File: config.mk
export PLATFORM = sky130hd
export DESIGN_NAME = ufic_ctrl
export DESIGN_NICKNAME = d
export VERILOG_FILES = /design/src/ufic_pkg.sv /design/src/ufic_ctrl.sv
export SDC_FILE = /design/constraint.sdc
export NUM_CORES = 1
export LEC_CHECK = 0
export ABC_CLOCK_PERIOD_IN_PS = 3300
export CORE_MARGIN = 8
export CORE_UTILIZATION = 50
export CTS_CLUSTER_SIZE = 28
export DETAILED_ROUTE_END_ITERATION = 10
export DONT_BUFFER_PORTS = 1
export GPL_ROUTABILITY_DRIVEN = 0
export MAX_ROUTING_LAYER = met4
export PLACE_DENSITY = 0.7
export SYNTH_ARGS = -nofsm -noshare
export SYNTH_HDL_FRONTEND = slang
export SYNTH_SLANG_ARGS = --single-unit
File: constraint.sdc
create_clock -name clk -period 3.3 [get_ports clk]
set_clock_uncertainty 0.2 [all_clocks]
set_input_delay 0.495 -clock clk [delete_from_list [all_inputs] [get_ports clk]]
set_output_delay 0.495 -clock clk [all_outputs]
set_load 0.005 [all_outputs]
File: src/ufic_pkg.sv
// Shared constants and carriers for the transceiver function and interface control block
package ufic_pkg;

  // ---------------------------------------------------------------
  // Register addresses (read, write, set, clear)
  // ---------------------------------------------------------------
  localparam logic [5:0] FUNC_WR_ADDR = 6'h04;
  localparam logic [5:0] FUNC_SET_ADDR = 6'h05;
  localparam logic [5:0] FUNC_CLR_ADDR = 6'h06;
  localparam logic [5:0] INTF_WR_ADDR = 6'h07;
  localparam logic [5:0] INTF_SET_ADDR = 6'h08;
  localparam logic [5:0] INTF_CLR_ADDR = 6'h09;

  // ---------------------------------------------------------------
  // Command encodings on the data bus
  // ---------------------------------------------------------------
  localparam logic [1:0] CMD_REG_WRITE = 2'h2;
  localparam logic [1:0] CMD_REG_READ = 2'h3;

  // Write modes handed to the update function
  localparam logic [1:0] MODE_WRITE = 2'h0;
  localparam logic [1:0] MODE_SET = 2'h1;
  localparam logic [1:0] MODE_CLEAR = 2'h2;

  // ---------------------------------------------------------------
  // Reset values and writable-bit masks (reserved bits stay zero)
  // ---------------------------------------------------------------
  localparam logic [7:0] FUNC_RESET = 8'h41;
  localparam logic [7:0] INTF_RESET = 8'h00;
  localparam logic [7:0] FUNC_MASK = 8'h7f;
  localparam logic [7:0] INTF_MASK = 8'heb;

  // Encoding and speed codes
  localparam logic [1:0] ENC_NON_DRIVING = 2'h1;
  localparam logic [1:0] SPEED_HIGH = 2'h0;
  localparam logic [1:0] SPEED_FULL = 2'h1;
  localparam logic [1:0] SPEED_LOW = 2'h2;
  localparam logic [1:0] SPEED_LS_ON_FS = 2'h3;

  // ---------------------------------------------------------------
  // Timing: digital core reset length
  // ---------------------------------------------------------------
  localparam int CLK_PERIOD_NS = 25;
  localparam int CORE_RST_NS = 100;
  localparam int CORE_RST_CYCLES_I = (CORE_RST_NS + CLK_PERIOD_NS - 1) / CLK_PERIOD_NS;
  localparam logic [3:0] CORE_RST_CYCLES = 4'(CORE_RST_CYCLES_I);

  // ---------------------------------------------------------------
  // Register carriers
  // ---------------------------------------------------------------
  typedef struct packed {
    logic       rsvd7;
    logic       low_power_n;
    logic       xcvr_reset;
    logic [1:0] tx_encoding_select;
    logic       termination_select;
    logic [1:0] transceiver_speed_select;
  } ufic_func_t;

  typedef struct packed {
    logic interface_protect_disable;
    logic indicator_pass_through;
    logic indicator_invert;
    logic rsvd4;
    logic clock_power_n;
    logic rsvd2;
    logic three_wire_serial_mode;
    logic six_wire_serial_mode;
  } ufic_intf_t;

  typedef enum logic [8:0] {
    ST_IDLE     = 9'h001,
    ST_W_DATA   = 9'h002,
    ST_R_TURN   = 9'h004,
    ST_R_DATA   = 9'h008,
    ST_END      = 9'h010,
    ST_CORE_RST = 9'h020,
    ST_RX_TURN  = 9'h040,
    ST_RX_DATA  = 9'h080,
    ST_LPM      = 9'h100
  } ufic_state_t;

endpackage
File: src/ufic_ctrl.sv
// Function and interface control registers with reset and low-power handshakes
`timescale 1ns/10ps
// Function
// - Clearing low-power bit enters low-power mode
// - Stop exits low-power; bit restored by hardware
// - Reset bit raises direction, resets core
// - After reset: drop direction, clear bit, status
// - Two-bit encoding field selects transmit encoding
// - Termination bit drives pull-up and terminations
// - Speed field enables matching transceiver
// - Speed code three adds full-speed preamble
// - Function register at write, set, clear addresses
// - Interface register at write, set, clear addresses
// - Interface register holds listed controls, reset zero
// - Set ORs data, clear zeroes masked bits
// - Serial mode bits cleared on mode exit
module ufic_ctrl (
  input  wire logic                 clk,
  input  wire logic                 rst_n,
  input  wire logic [7:0]           ulpi_data_in,
  output logic      [7:0]           ulpi_data_out,
  output logic                      ulpi_data_oe,
  output logic                      ulpi_dir,
  output logic                      ulpi_nxt,
  input  wire logic                 ulpi_stp,
  input  wire logic [7:0]           rxcmd_status,
  input  wire logic                 serial_mode_exit,
  input  wire logic                 dplus_pulldown_enable,
  input  wire logic                 dminus_pulldown_enable,
  output ufic_pkg::ufic_func_t      func_ctrl,
  output ufic_pkg::ufic_intf_t      intf_ctrl,
  output logic                      core_reset,
  output logic                      power_down,
  output logic                      fs_preamble_enable,
  output logic                      dplus_pullup,
  output logic                      dminus_pullup,
  output logic                      hs_termination,
  output logic                      dplus_pulldown,
  output logic                      dminus_pulldown
);

  // ---------------------------------------------------------------
  // Helpers
  // ---------------------------------------------------------------
  // Applies a write, set or clear; reserved bits are masked off
  function automatic logic [7:0] upd(input logic [7:0] cur, input logic [1:0] mode,
                                     input logic [7:0] d, input logic [7:0] msk);
    logic [7:0] v;
    v = cur;
    case (mode)
      ufic_pkg::MODE_WRITE: v = d;
      ufic_pkg::MODE_SET:   v = cur | d;
      ufic_pkg::MODE_CLEAR: v = cur & ~d;
      default:              v = cur;
    endcase
    return v & msk;
  endfunction

  // Read value for an address; unmapped addresses read zero
  function automatic logic [7:0] rd_val(input logic [5:0] a, input logic [7:0] f,
                                        input logic [7:0] i);
    logic [7:0] v;
    v = 8'h00;
    if (a >= ufic_pkg::FUNC_WR_ADDR && a <= ufic_pkg::FUNC_CLR_ADDR) begin
      v = f;
    end else if (a >= ufic_pkg::INTF_WR_ADDR && a <= ufic_pkg::INTF_CLR_ADDR) begin
      v = i;
    end
    return v;
  endfunction

  // ---------------------------------------------------------------
  // State
  // ---------------------------------------------------------------
  ufic_pkg::ufic_state_t state_r;
  ufic_pkg::ufic_func_t  func_r;
  ufic_pkg::ufic_intf_t  intf_r;
  logic [5:0]            addr_r;
  logic [7:0]            wdata_r;
  logic [3:0]            rst_cnt_r;
  logic                  dir_r;
  logic                  nxt_r;
  logic                  oe_r;
  logic [7:0]            dout_r;
  logic                  core_rst_r;
  logic                  commit;
  logic                  rst_done;
  logic                  lpm_exit;
  logic                  fn_hit;
  logic                  if_hit;
  logic [1:0]            fn_mode;
  logic [1:0]            if_mode;

  // Write commit happens when the link stops a write transfer
  assign commit   = (state_r == ufic_pkg::ST_W_DATA) && ulpi_stp;
  assign rst_done = (state_r == ufic_pkg::ST_CORE_RST) && (rst_cnt_r == 4'h0);
  assign lpm_exit = (state_r == ufic_pkg::ST_LPM) && ulpi_stp;

  // Address decode for both registers
  assign fn_hit  = addr_r >= ufic_pkg::FUNC_WR_ADDR && addr_r <= ufic_pkg::FUNC_CLR_ADDR;
  assign if_hit  = addr_r >= ufic_pkg::INTF_WR_ADDR && addr_r <= ufic_pkg::INTF_CLR_ADDR;
  assign fn_mode = 2'(addr_r - ufic_pkg::FUNC_WR_ADDR);
  assign if_mode = 2'(addr_r - ufic_pkg::INTF_WR_ADDR);

  // ---------------------------------------------------------------
  // Bus sequencer
  // ---------------------------------------------------------------
  // Pending reset or suspend outranks new commands, so nothing is taken
  // while the core is being reset
  always_ff @(posedge clk or negedge rst_n) begin
    if (!rst_n) begin
      state_r    <= ufic_pkg::ST_IDLE;
      addr_r     <= 6'h00;
      wdata_r    <= 8'h00;
      rst_cnt_r  <= 4'h0;
      dir_r      <= 1'b0;
      nxt_r      <= 1'b0;
      oe_r       <= 1'b0;
      dout_r     <= 8'h00;
      core_rst_r <= 1'b0;
    end else begin
      nxt_r <= 1'b0;
      case (state_r)
        ufic_pkg::ST_IDLE: begin
          if (func_r.xcvr_reset) begin
            dir_r      <= 1'b1;
            core_rst_r <= 1'b1;
            rst_cnt_r  <= ufic_pkg::CORE_RST_CYCLES - 4'h1;
            state_r    <= ufic_pkg::ST_CORE_RST;
          end else if (!func_r.low_power_n) begin
            dir_r   <= 1'b1;
            state_r <= ufic_pkg::ST_LPM;
          end else if (ulpi_data_in[7:6] == ufic_pkg::CMD_REG_WRITE) begin
            addr_r  <= ulpi_data_in[5:0];
            nxt_r   <= 1'b1;
            state_r <= ufic_pkg::ST_W_DATA;
          end else if (ulpi_data_in[7:6] == ufic_pkg::CMD_REG_READ) begin
            addr_r  <= ulpi_data_in[5:0];
            nxt_r   <= 1'b1;
            state_r <= ufic_pkg::ST_R_TURN;
          end
        end
        ufic_pkg::ST_W_DATA: begin
          if (ulpi_stp) begin
            state_r <= ufic_pkg::ST_IDLE;
          end else begin
            wdata_r <= ulpi_data_in;
          end
        end
        ufic_pkg::ST_R_TURN: begin
          dir_r   <= 1'b1;
          state_r <= ufic_pkg::ST_R_DATA;
        end
        ufic_pkg::ST_R_DATA: begin
          dout_r  <= rd_val(addr_r, func_r, intf_r);
          oe_r    <= 1'b1;
          state_r <= ufic_pkg::ST_END;
        end
        ufic_pkg::ST_END: begin
          oe_r    <= 1'b0;
          dir_r   <= 1'b0;
          state_r <= ufic_pkg::ST_IDLE;
        end
        ufic_pkg::ST_CORE_RST: begin
          if (rst_cnt_r == 4'h0) begin
            dir_r      <= 1'b0;
            core_rst_r <= 1'b0;
            state_r    <= ufic_pkg::ST_RX_TURN;
          end else begin
            rst_cnt_r <= rst_cnt_r - 4'h1;
          end
        end
        ufic_pkg::ST_RX_TURN: begin
          dir_r   <= 1'b1;
          state_r <= ufic_pkg::ST_RX_DATA;
        end
        ufic_pkg::ST_RX_DATA: begin
          dout_r  <= rxcmd_status;
          oe_r    <= 1'b1;
          state_r <= ufic_pkg::ST_END;
        end
        ufic_pkg::ST_LPM: begin
          if (ulpi_stp) begin
            dir_r   <= 1'b0;
            state_r <= ufic_pkg::ST_IDLE;
          end
        end
        default: begin
          state_r <= ufic_pkg::ST_IDLE;
        end
      endcase
    end
  end

  // ---------------------------------------------------------------
  // Function control register
  // ---------------------------------------------------------------
  // Hardware updates only happen in states where no write can commit
  always_ff @(posedge clk or negedge rst_n) begin
    if (!rst_n) begin
      func_r <= ufic_pkg::FUNC_RESET;
    end else if (commit && fn_hit) begin
      func_r <= upd(func_r, fn_mode, wdata_r, ufic_pkg::FUNC_MASK);
    end else if (rst_done) begin
      func_r.xcvr_reset <= 1'b0;
    end else if (lpm_exit) begin
      func_r.low_power_n <= 1'b1;
    end
  end

  // ---------------------------------------------------------------
  // Interface control register
  // ---------------------------------------------------------------
  // Serial exit is applied after a coincident write: the mode really ended
  always_ff @(posedge clk or negedge rst_n) begin
    if (!rst_n) begin
      intf_r <= ufic_pkg::INTF_RESET;
    end else begin
      if (commit && if_hit) begin
        intf_r <= upd(intf_r, if_mode, wdata_r, ufic_pkg::INTF_MASK);
      end
      if (serial_mode_exit) begin
        intf_r.three_wire_serial_mode <= 1'b0;
        intf_r.six_wire_serial_mode   <= 1'b0;
      end
    end
  end

  // ---------------------------------------------------------------
  // Analog control decode
  // ---------------------------------------------------------------
  // Registered so every analog control leaves the block from a flop
  always_ff @(posedge clk or negedge rst_n) begin
    if (!rst_n) begin
      power_down         <= 1'b0;
      fs_preamble_enable <= 1'b0;
      dplus_pullup       <= 1'b0;
      dminus_pullup      <= 1'b0;
      hs_termination     <= 1'b0;
      dplus_pulldown     <= 1'b0;
      dminus_pulldown    <= 1'b0;
    end else begin
      power_down <= !func_r.low_power_n;
      fs_preamble_enable <=
        func_r.transceiver_speed_select == ufic_pkg::SPEED_LS_ON_FS;
      dplus_pullup <= func_r.termination_select &&
        func_r.tx_encoding_select != ufic_pkg::ENC_NON_DRIVING &&
        (func_r.transceiver_speed_select == ufic_pkg::SPEED_FULL ||
         func_r.transceiver_speed_select == ufic_pkg::SPEED_LS_ON_FS);
      dminus_pullup <= func_r.termination_select &&
        func_r.tx_encoding_select != ufic_pkg::ENC_NON_DRIVING &&
        func_r.transceiver_speed_select == ufic_pkg::SPEED_LOW;
      hs_termination <= !func_r.termination_select &&
        func_r.transceiver_speed_select == ufic_pkg::SPEED_HIGH;
      dplus_pulldown  <= dplus_pulldown_enable;
      dminus_pulldown <= dminus_pulldown_enable;
    end
  end

  // Encoding, speed and interface controls leave straight from the registers
  assign func_ctrl     = func_r;
  assign intf_ctrl     = intf_r;
  assign ulpi_data_out = dout_r;
  assign ulpi_data_oe  = oe_r;
  assign ulpi_dir      = dir_r;
  assign ulpi_nxt      = nxt_r;
  assign core_reset    = core_rst_r;

  // ---------------------------------------------------------------
  // Assertions
  // ---------------------------------------------------------------
  reset_dir_high_a : assert property (@(posedge clk) disable iff (!rst_n)
    $rose(core_rst_r) |-> dir_r [*4]) else $error("dir low during core reset");

  reset_bit_clear_a : assert property (@(posedge clk) disable iff (!rst_n)
    $rose(core_rst_r) |-> ##4 (!func_r.xcvr_reset && !dir_r))
    else $error("reset bit or dir not cleared after core reset");

  reset_rxcmd_a : assert property (@(posedge clk) disable iff (!rst_n)
    $fell(core_rst_r) |-> ##2 (oe_r && dir_r && dout_r == $past(rxcmd_status)))
    else $error("no rxcmd after core reset");

  reset_no_access_a : assert property (@(posedge clk) disable iff (!rst_n)
    core_rst_r && $past(core_rst_r) |-> $stable(intf_r) && !nxt_r)
    else $error("register access during core reset");

  lpm_enter_a : assert property (@(posedge clk) disable iff (!rst_n)
    $fell(func_r.low_power_n) |-> ##2 (power_down && dir_r))
    else $error("low-power mode not entered");

  lpm_exit_a : assert property (@(posedge clk) disable iff (!rst_n)
    (state_r == ufic_pkg::ST_LPM) && ulpi_stp |=> (func_r.low_power_n && !dir_r))
    else $error("low-power exit did not restore bit");

  rsvd_zero_a : assert property (@(posedge clk) disable iff (!rst_n)
    !func_r.rsvd7 && !intf_r.rsvd4 && !intf_r.rsvd2)
    else $error("reserved bit set");

  serial_clear_a : assert property (@(posedge clk) disable iff (!rst_n)
    serial_mode_exit |=> !intf_r.three_wire_serial_mode && !intf_r.six_wire_serial_mode)
    else $error("serial mode bit not cleared on exit");

  set_or_a : assert property (@(posedge clk) disable iff (!rst_n)
    commit && addr_r == ufic_pkg::FUNC_SET_ADDR |=>
      func_r == (($past(func_r) | $past(wdata_r)) & ufic_pkg::FUNC_MASK))
    else $error("set address did not OR data");

  preamble_a : assert property (@(posedge clk) disable iff (!rst_n)
    func_r.transceiver_speed_select == ufic_pkg::SPEED_LS_ON_FS |=> fs_preamble_enable)
    else $error("preamble not enabled for speed code three");

  read_data_a : assert property (@(posedge clk) disable iff (!rst_n)
    state_r == ufic_pkg::ST_R_DATA && addr_r == ufic_pkg::FUNC_CLR_ADDR |=>
      oe_r && dout_r == $past(func_r))
    else $error("function register read mismatch");

endmodule

# Word level (Yosys, flattened, before mapping)
# Index checks and enable logic that the tools add are counted.
[totals]
out_inout_bits = 35
word_cells = 148
in_bits = 22
reg_bits = 59
[classes]
muxes = 36
bitwise_logic = 7
eq_ne = 28
n_reduce_logical = 43
order_cmp = 4
addsub = 3
[ops]
columns = ["operator", "n"]
rows = [
  ["$mux 9", 6],
  ["$pmux 9 s6", 1],
  ["$pmux 8 s3", 1],
  ["$pmux 7 s3", 1],
  ["$mux 8", 2],
  ["$pmux 8 s2", 1],
  ["$reduce_bool 2->1", 7],
  ["$mux 1", 13],
  ["$eq 2x2->1 const B", 6],
  ["$ge 6x3->1 const B", 2],
  ["$mux 6", 2],
  ["$reduce_and 3->1", 4],
  ["$logic_and 1x1->1", 11],
  ["$reduce_and 2->1", 5],
  ["$eq 9x1->1 const B", 1],
  ["$eq 9x2->1 const B", 1],
  ["$eq 9x3->1 const B", 1],
  ["$eq 9x4->1 const B", 1],
  ["$eq 9x5->1 const B", 1],
  ["$eq 9x6->1 const B", 1],
  ["$eq 9x7->1 const B", 1],
  ["$eq 9x8->1 const B", 1],
  ["$eq 9x9->1 const B", 1],
  ["$and 8x8->8", 1],
  ["30 further kinds", 49],
]

# Logic depth before layout (Yosys ltp)
[depth]
word_depth = 6
depth_mapped = 9
ltp_nobuf = 7

# Worst setup path before layout
# No wires, ideal clock.
[synth_timing]
path_type = "reg2reg"
from = "register state_r[8]"
to = "register dout_r[1] (netlist: ulpi_data_out[1])"
setup_ns = 0.126
path_stages_with_launch = 9
path_slack_ns = 0.959
period_less_slack_ns = 2.341
arrival_ns = 2.015
n_path_buf = 3
required_ns = 2.974
cell_sequence = "dfrtp_1 > buf_6 > or3_1 > buf_6 > or4_4 > buf_6 > and3_4 > a221oi_2 > a21oi_1"
[synth_between]
elab_chain_cells = 2
word_cells_on_any_way = 4
cone_classes = "2 x eq/ne; 1 x mux; 1 x reduce/logical"
[synth_lines]
columns = ["item", "line_no", "rtl"]
rows = [
  ["start, declared", "ufic_ctrl.sv:75", "ufic_pkg::ufic_state_t state_r;"],
  ["start signal, assigned", "ufic_ctrl.sv:112", "state_r <= ufic_pkg::ST_IDLE;"],
  ["start signal, assigned", "ufic_ctrl.sv:129", "state_r <= ufic_pkg::ST_CORE_RST;"],
  ["start signal, assigned", "ufic_ctrl.sv:132", "state_r <= ufic_pkg::ST_LPM;"],
  ["$eq 9x8->1 / $eq 9x4->1 (equally long branches)", "ufic_ctrl.sv:123", "case (state_r)"],
  ["$pmux 8 s2 / $reduce_bool 2->1 (equally long branches)", "-", ""],
  ["end signal, assigned", "ufic_ctrl.sv:155", "dout_r <= rd_val(addr_r, func_r, intf_r);"],
  ["end signal, assigned", "ufic_ctrl.sv:178", "dout_r <= rxcmd_status;"],
  ["end, declared", "ufic_ctrl.sv:84", "logic [7:0] dout_r;"],
]
# Several ways; a longest one is shown, not always the timed one.
# A chain may end at the register's enable or synchronous reset.

# Worst setup path in the final report
[layout_timing]
from = "register state_r[8]"
to = "register state_r[1]"
[layout_between]
elab_chain_cells = 4
word_cells_on_any_way = 15
cone_classes = "11 x eq/ne; 1 x mux; 3 x reduce/logical"
[layout_lines]
columns = ["item", "line_no"]
rows = [
  ["$eq 9x2->1 / $eq 9x9->1 (equally long branches)", "ufic_ctrl.sv:123"],
  ["$reduce_or 2->1 (no source line)", "-"],
  ["$ne 2x1->1 (no source line)", "-"],
  ["$reduce_and 3->1 (no source line)", "-"],
]
# Several ways; a longest one is shown, not always the timed one.

==> summary.txt <==
Synthesis
  – Yosys reg bits: 59
  – Synth Area in Compound Gates: 15.20%
  – Async SR Flop Fraction: 100.0%
  – Main combinational cell family by area after synthesis: simple AND/OR/NAND/NOR gates
  – Post-synthesis cell count: 296
  – Synth cell types: 54
  – Ys Warns: 0
  – Cell taking the most area after synthesis: dfrtp_1
  – XOR/XNOR share of the synthesized area: 1.163%
  – Number of synthesized flops with an enable pin: 0
  – Mux contribution to synthesized area: 6.229%
  – Top FF cell, synth: dfrtp_1
  – Synth Cell Area: 3013 µm²
  – Register area share after synthesis: 49.13%
  – Simple-Gate Fraction of Synth Area: 20.18%
  – Top cell type's share of synthesized area: 46.51%
  – Post-synthesis adder-cell area fraction: 3.322%
  – Leading post-synthesis cells by cell area: dfrtp_1, a21oi_1, mux2_2, ha_1, nor3_1
  – Syn Area/Cell: 10.18 µm²

Die
  – Die ar.: 8766 µm²
  – Die height: 93.63 µm
  – Die X: 93.63 µm
  – Starting Density: 51.19%
  – IO Count: 57
  – # rows: 28
  – CORE AREA: 5886 µm²

Finish
  – Multi-input logic area: 1406 µm²
  – Cell area after layout: 3286 µm²
  – Layout area overhead: 9.053%
  – # fillers: 519
  – Diode count: 0
  – Register area: 1480 µm²
  – Nets: 331
  – Share of post-route cells with drive strength above 1: 14.05%

Setup path
  – Required @ worst endpoint: 3350 ps
  – Most common cell type on the critical path: or3_1
  – Kind of critical path: flip-flop to flip-flop
  – Critical path launch point type: flip-flop
  – CP max-delay cell: or3_1
  – Worst Path Buf+Inv: 0
  – Critical path cell sequence: or3_1, or3_1, nor4_1, nand2_1, o21ai_1
  – Crit path max fanout: 10
  – Cell family with most CP delay: simple AND/OR/NAND/NOR gates
  – Worst Path Arrival: 2560 ps
  – R2R cell count: 5
  – Levels on crit path: 5
  – Delay of the slowest cell on the worst path: 550 ps
  – CP endpoint kind: flip-flop

Power and ir drop
  – Combinational power share: 35.7%
  – Clock share of power: 22.2%
  – Sequential share of power: 42.0%
  – Pint: 1723 µW
  – Power per cell area: 848.7 nW/µm²
  – VDD IR max: 0.3050 mV
  – Lkg Pwr: 0.001438 µW
  – Sw Share: 38.19%
  – Sw Pwr: 1065 µW

Placed design
  – Placed cell areas: 3037 µm²
  – DPL Wire Length: 5042 µm
  – Worst slack at placement: 807.8 ps
  – Port bufs: 0

Global routing
  – Tot GR Track Use: 17.14%
  – Initial antenna violation count: 0
  – First-pass GRT wire length: 11,270 µm
  – Largest net degree at the start of global routing: 60
  – Vias in the first global route: 2,202
  – Overflow after GRT: 0

Detailed routing
  – Vias: 2,266
  – Via density: 5.948
  – Antenna viol nets, final: 0
  – Detailed Route WL: 6848 µm
  – Initial drt markers: 162
  – TritonRoute pass-1 iters: 4
  – WL per Instance: 17.97 µm
  – Residual DRC: 0

Clocking
  – # Post-CTS Setup Buffers: 0
  – Max clock buf depth: 2
  – CTS sink count: 59
  – CTS tree: done
  – Clk slew on worst S/H paths: 70 ps
  – Root Buffer: clkbuf_8
  – CTS H-tree lvls: 3
  – Clk_lat worst skew: 340 ps
  – Num CTS Buffers: 9

Timing
  – Final setup margin: 790.0 ps
  – Endpoints failing hold: 0
  – Finish-stage setup viols: 0
  – Hold_ws: 74.34 ps
  – Setup TNS Final: 0 ps
  – Tcrit/Tclk final: 76.06%
  – Fmax: 398.4 MHz
  – Unrepaired setup endpoints after global routing: no
  – Tmin final: 2510 ps
  – Rel. slew slack: 47.89%
  – Tightest Pin Transition: 778.7 ps
  – Pins over their slew limit: 0

Job
  – Max_cap viols: 0

Outcome
  – Outcome: finished, final reports clean

Worst hold path
  – Hold depth: 1
  – Hold Path Class: input pin to flip-flop
==> worst paths after layout <==
check                      slack (ps)       startpoint      endpoint
min in group asynchronous         480            rst_n    power_down
max in group asynchronous        2120            rst_n  func_ctrl[6]
setup / recovery                  790       state_r[8]    state_r[1]
hold / removal                     70  ulpi_data_in[6]    state_r[1]
setup reg to reg                  790       state_r[8]    state_r[1]
hold reg to reg                   310     rst_cnt_r[0]  rst_cnt_r[0]
==> sequential cells by signal, indices dropped and copies added, names as in the netlist <==
signal and cells:
addr_r 6, core_reset 1, dminus_pulldown 1, dminus_pullup 1, dplus_pulldown 1, dplus_pullup 1, fs_preamble_enable 1, func_ctrl 7
hs_termination 1, intf_ctrl 6, power_down 1, rst_cnt_r 4, state_r 9, ulpi_data_oe 1, ulpi_data_out 8, ulpi_dir 1
ulpi_nxt 1, wdata_r 8
==> kinds of logic (layout without fill, tap and decap cells) <==
family	count (synthesis)	count (layout)
muxes	17	17
and+or+nand+nor	109	109
adders and majority gates	8	8
xor gates and xnor gates	4	4
DFF	59	59
AOI/OAI and AO/OA	72	72
other	1	3
buffers and inverters	26	34
==> Yosys cell counts (3+ instances only) <==
cell type   n
xor2_1      3
o211ai_1    3
buf_4       3
nor3_1     18
clkbuf_1    5
nor4_1     10
a221oi_1    5
nor3b_1     5
mux2i_1     3
a21oi_1    34
inv_1      13
nor2_1     24
ha_1        8
nand2_1    11
or4_1       3
buf_6       4
or3_1       4
o22ai_1     4
nand4_1     4
nor2b_1     6
o21ai_0     4
dfstp_2     3
a21o_1      6
mux2_2     14
nand3_1     3
nand2b_1    5
dfrtp_1    56
==> metal layers <==
metal	up-vias	share of wire [%]	GRT usage [%]
met5	-	0	-
met3	5	8.9	7.131
met1	1097	45	21.28
li1	1091	-	-
met4	0	1.1	6.737
met2	73	45	24.15
==> cell type report <==
| class | instances | area share (%) |
|---|---|---|
| flip-flops and latches | 59 | 45.05 |
| multi-input cells | 213 | 42.80 |
| clock buffers | 15 | 5.674 |
| well taps | 75 | 2.856 |
| repair buffers | 5 | 1.980 |
| inverters | 13 | 1.485 |
| clock inverters | 1 | 0.1523 |
==> power groups by stage <==
stage | clock network [µW] | registers, µW | logic (µW)
after detailed placement | 0 | 1190 | 968
final | 620 | 1170 | 997
after global placement | 0 | 1170 | 943
after CTS | 631 | 1170 | 995
after global routing | 676 | 1210 | 1120
after floorplan | 0 | 1110 | 807
==> repair_timing <==
item | CTS | global route
endpoints found under the hold margin | 61 | 0
resized for setup | 0 | 0
hold buffers | 4 | 0
==> per-stage QoR <==
step                      std cells  utilization, %  total power (µW)
after global routing            381           55.82              3008
after CTS                       381           55.82              2800
after floorplan                 298               -              1913
after detailed placement        361           51.59              2153
final                           381           55.82              2788
after global placement          361           51.59              2116
==> cells in the final DEF (no fill, tap or decap), types with 4 or more instances in the layout <==
master	netlist	routed
ha_1	8	8
a221oi_1	5	5
a21o_1	6	6
nand4_1	4	4
or3_1	4	4
clkbuf_8	0	13
mux2_2	14	14
nor2b_1	6	6
o22ai_1	4	4
nor3b_1	5	5
nor4_1	10	9
inv_1	13	13
nor3_1	18	18
a21oi_1	34	34
nand2b_1	5	5
dfrtp_1	56	56
nor2_1	24	24
o21ai_0	4	4
nand2_1	11	11
No activity file was read; power rests on OpenSTA's default activity.
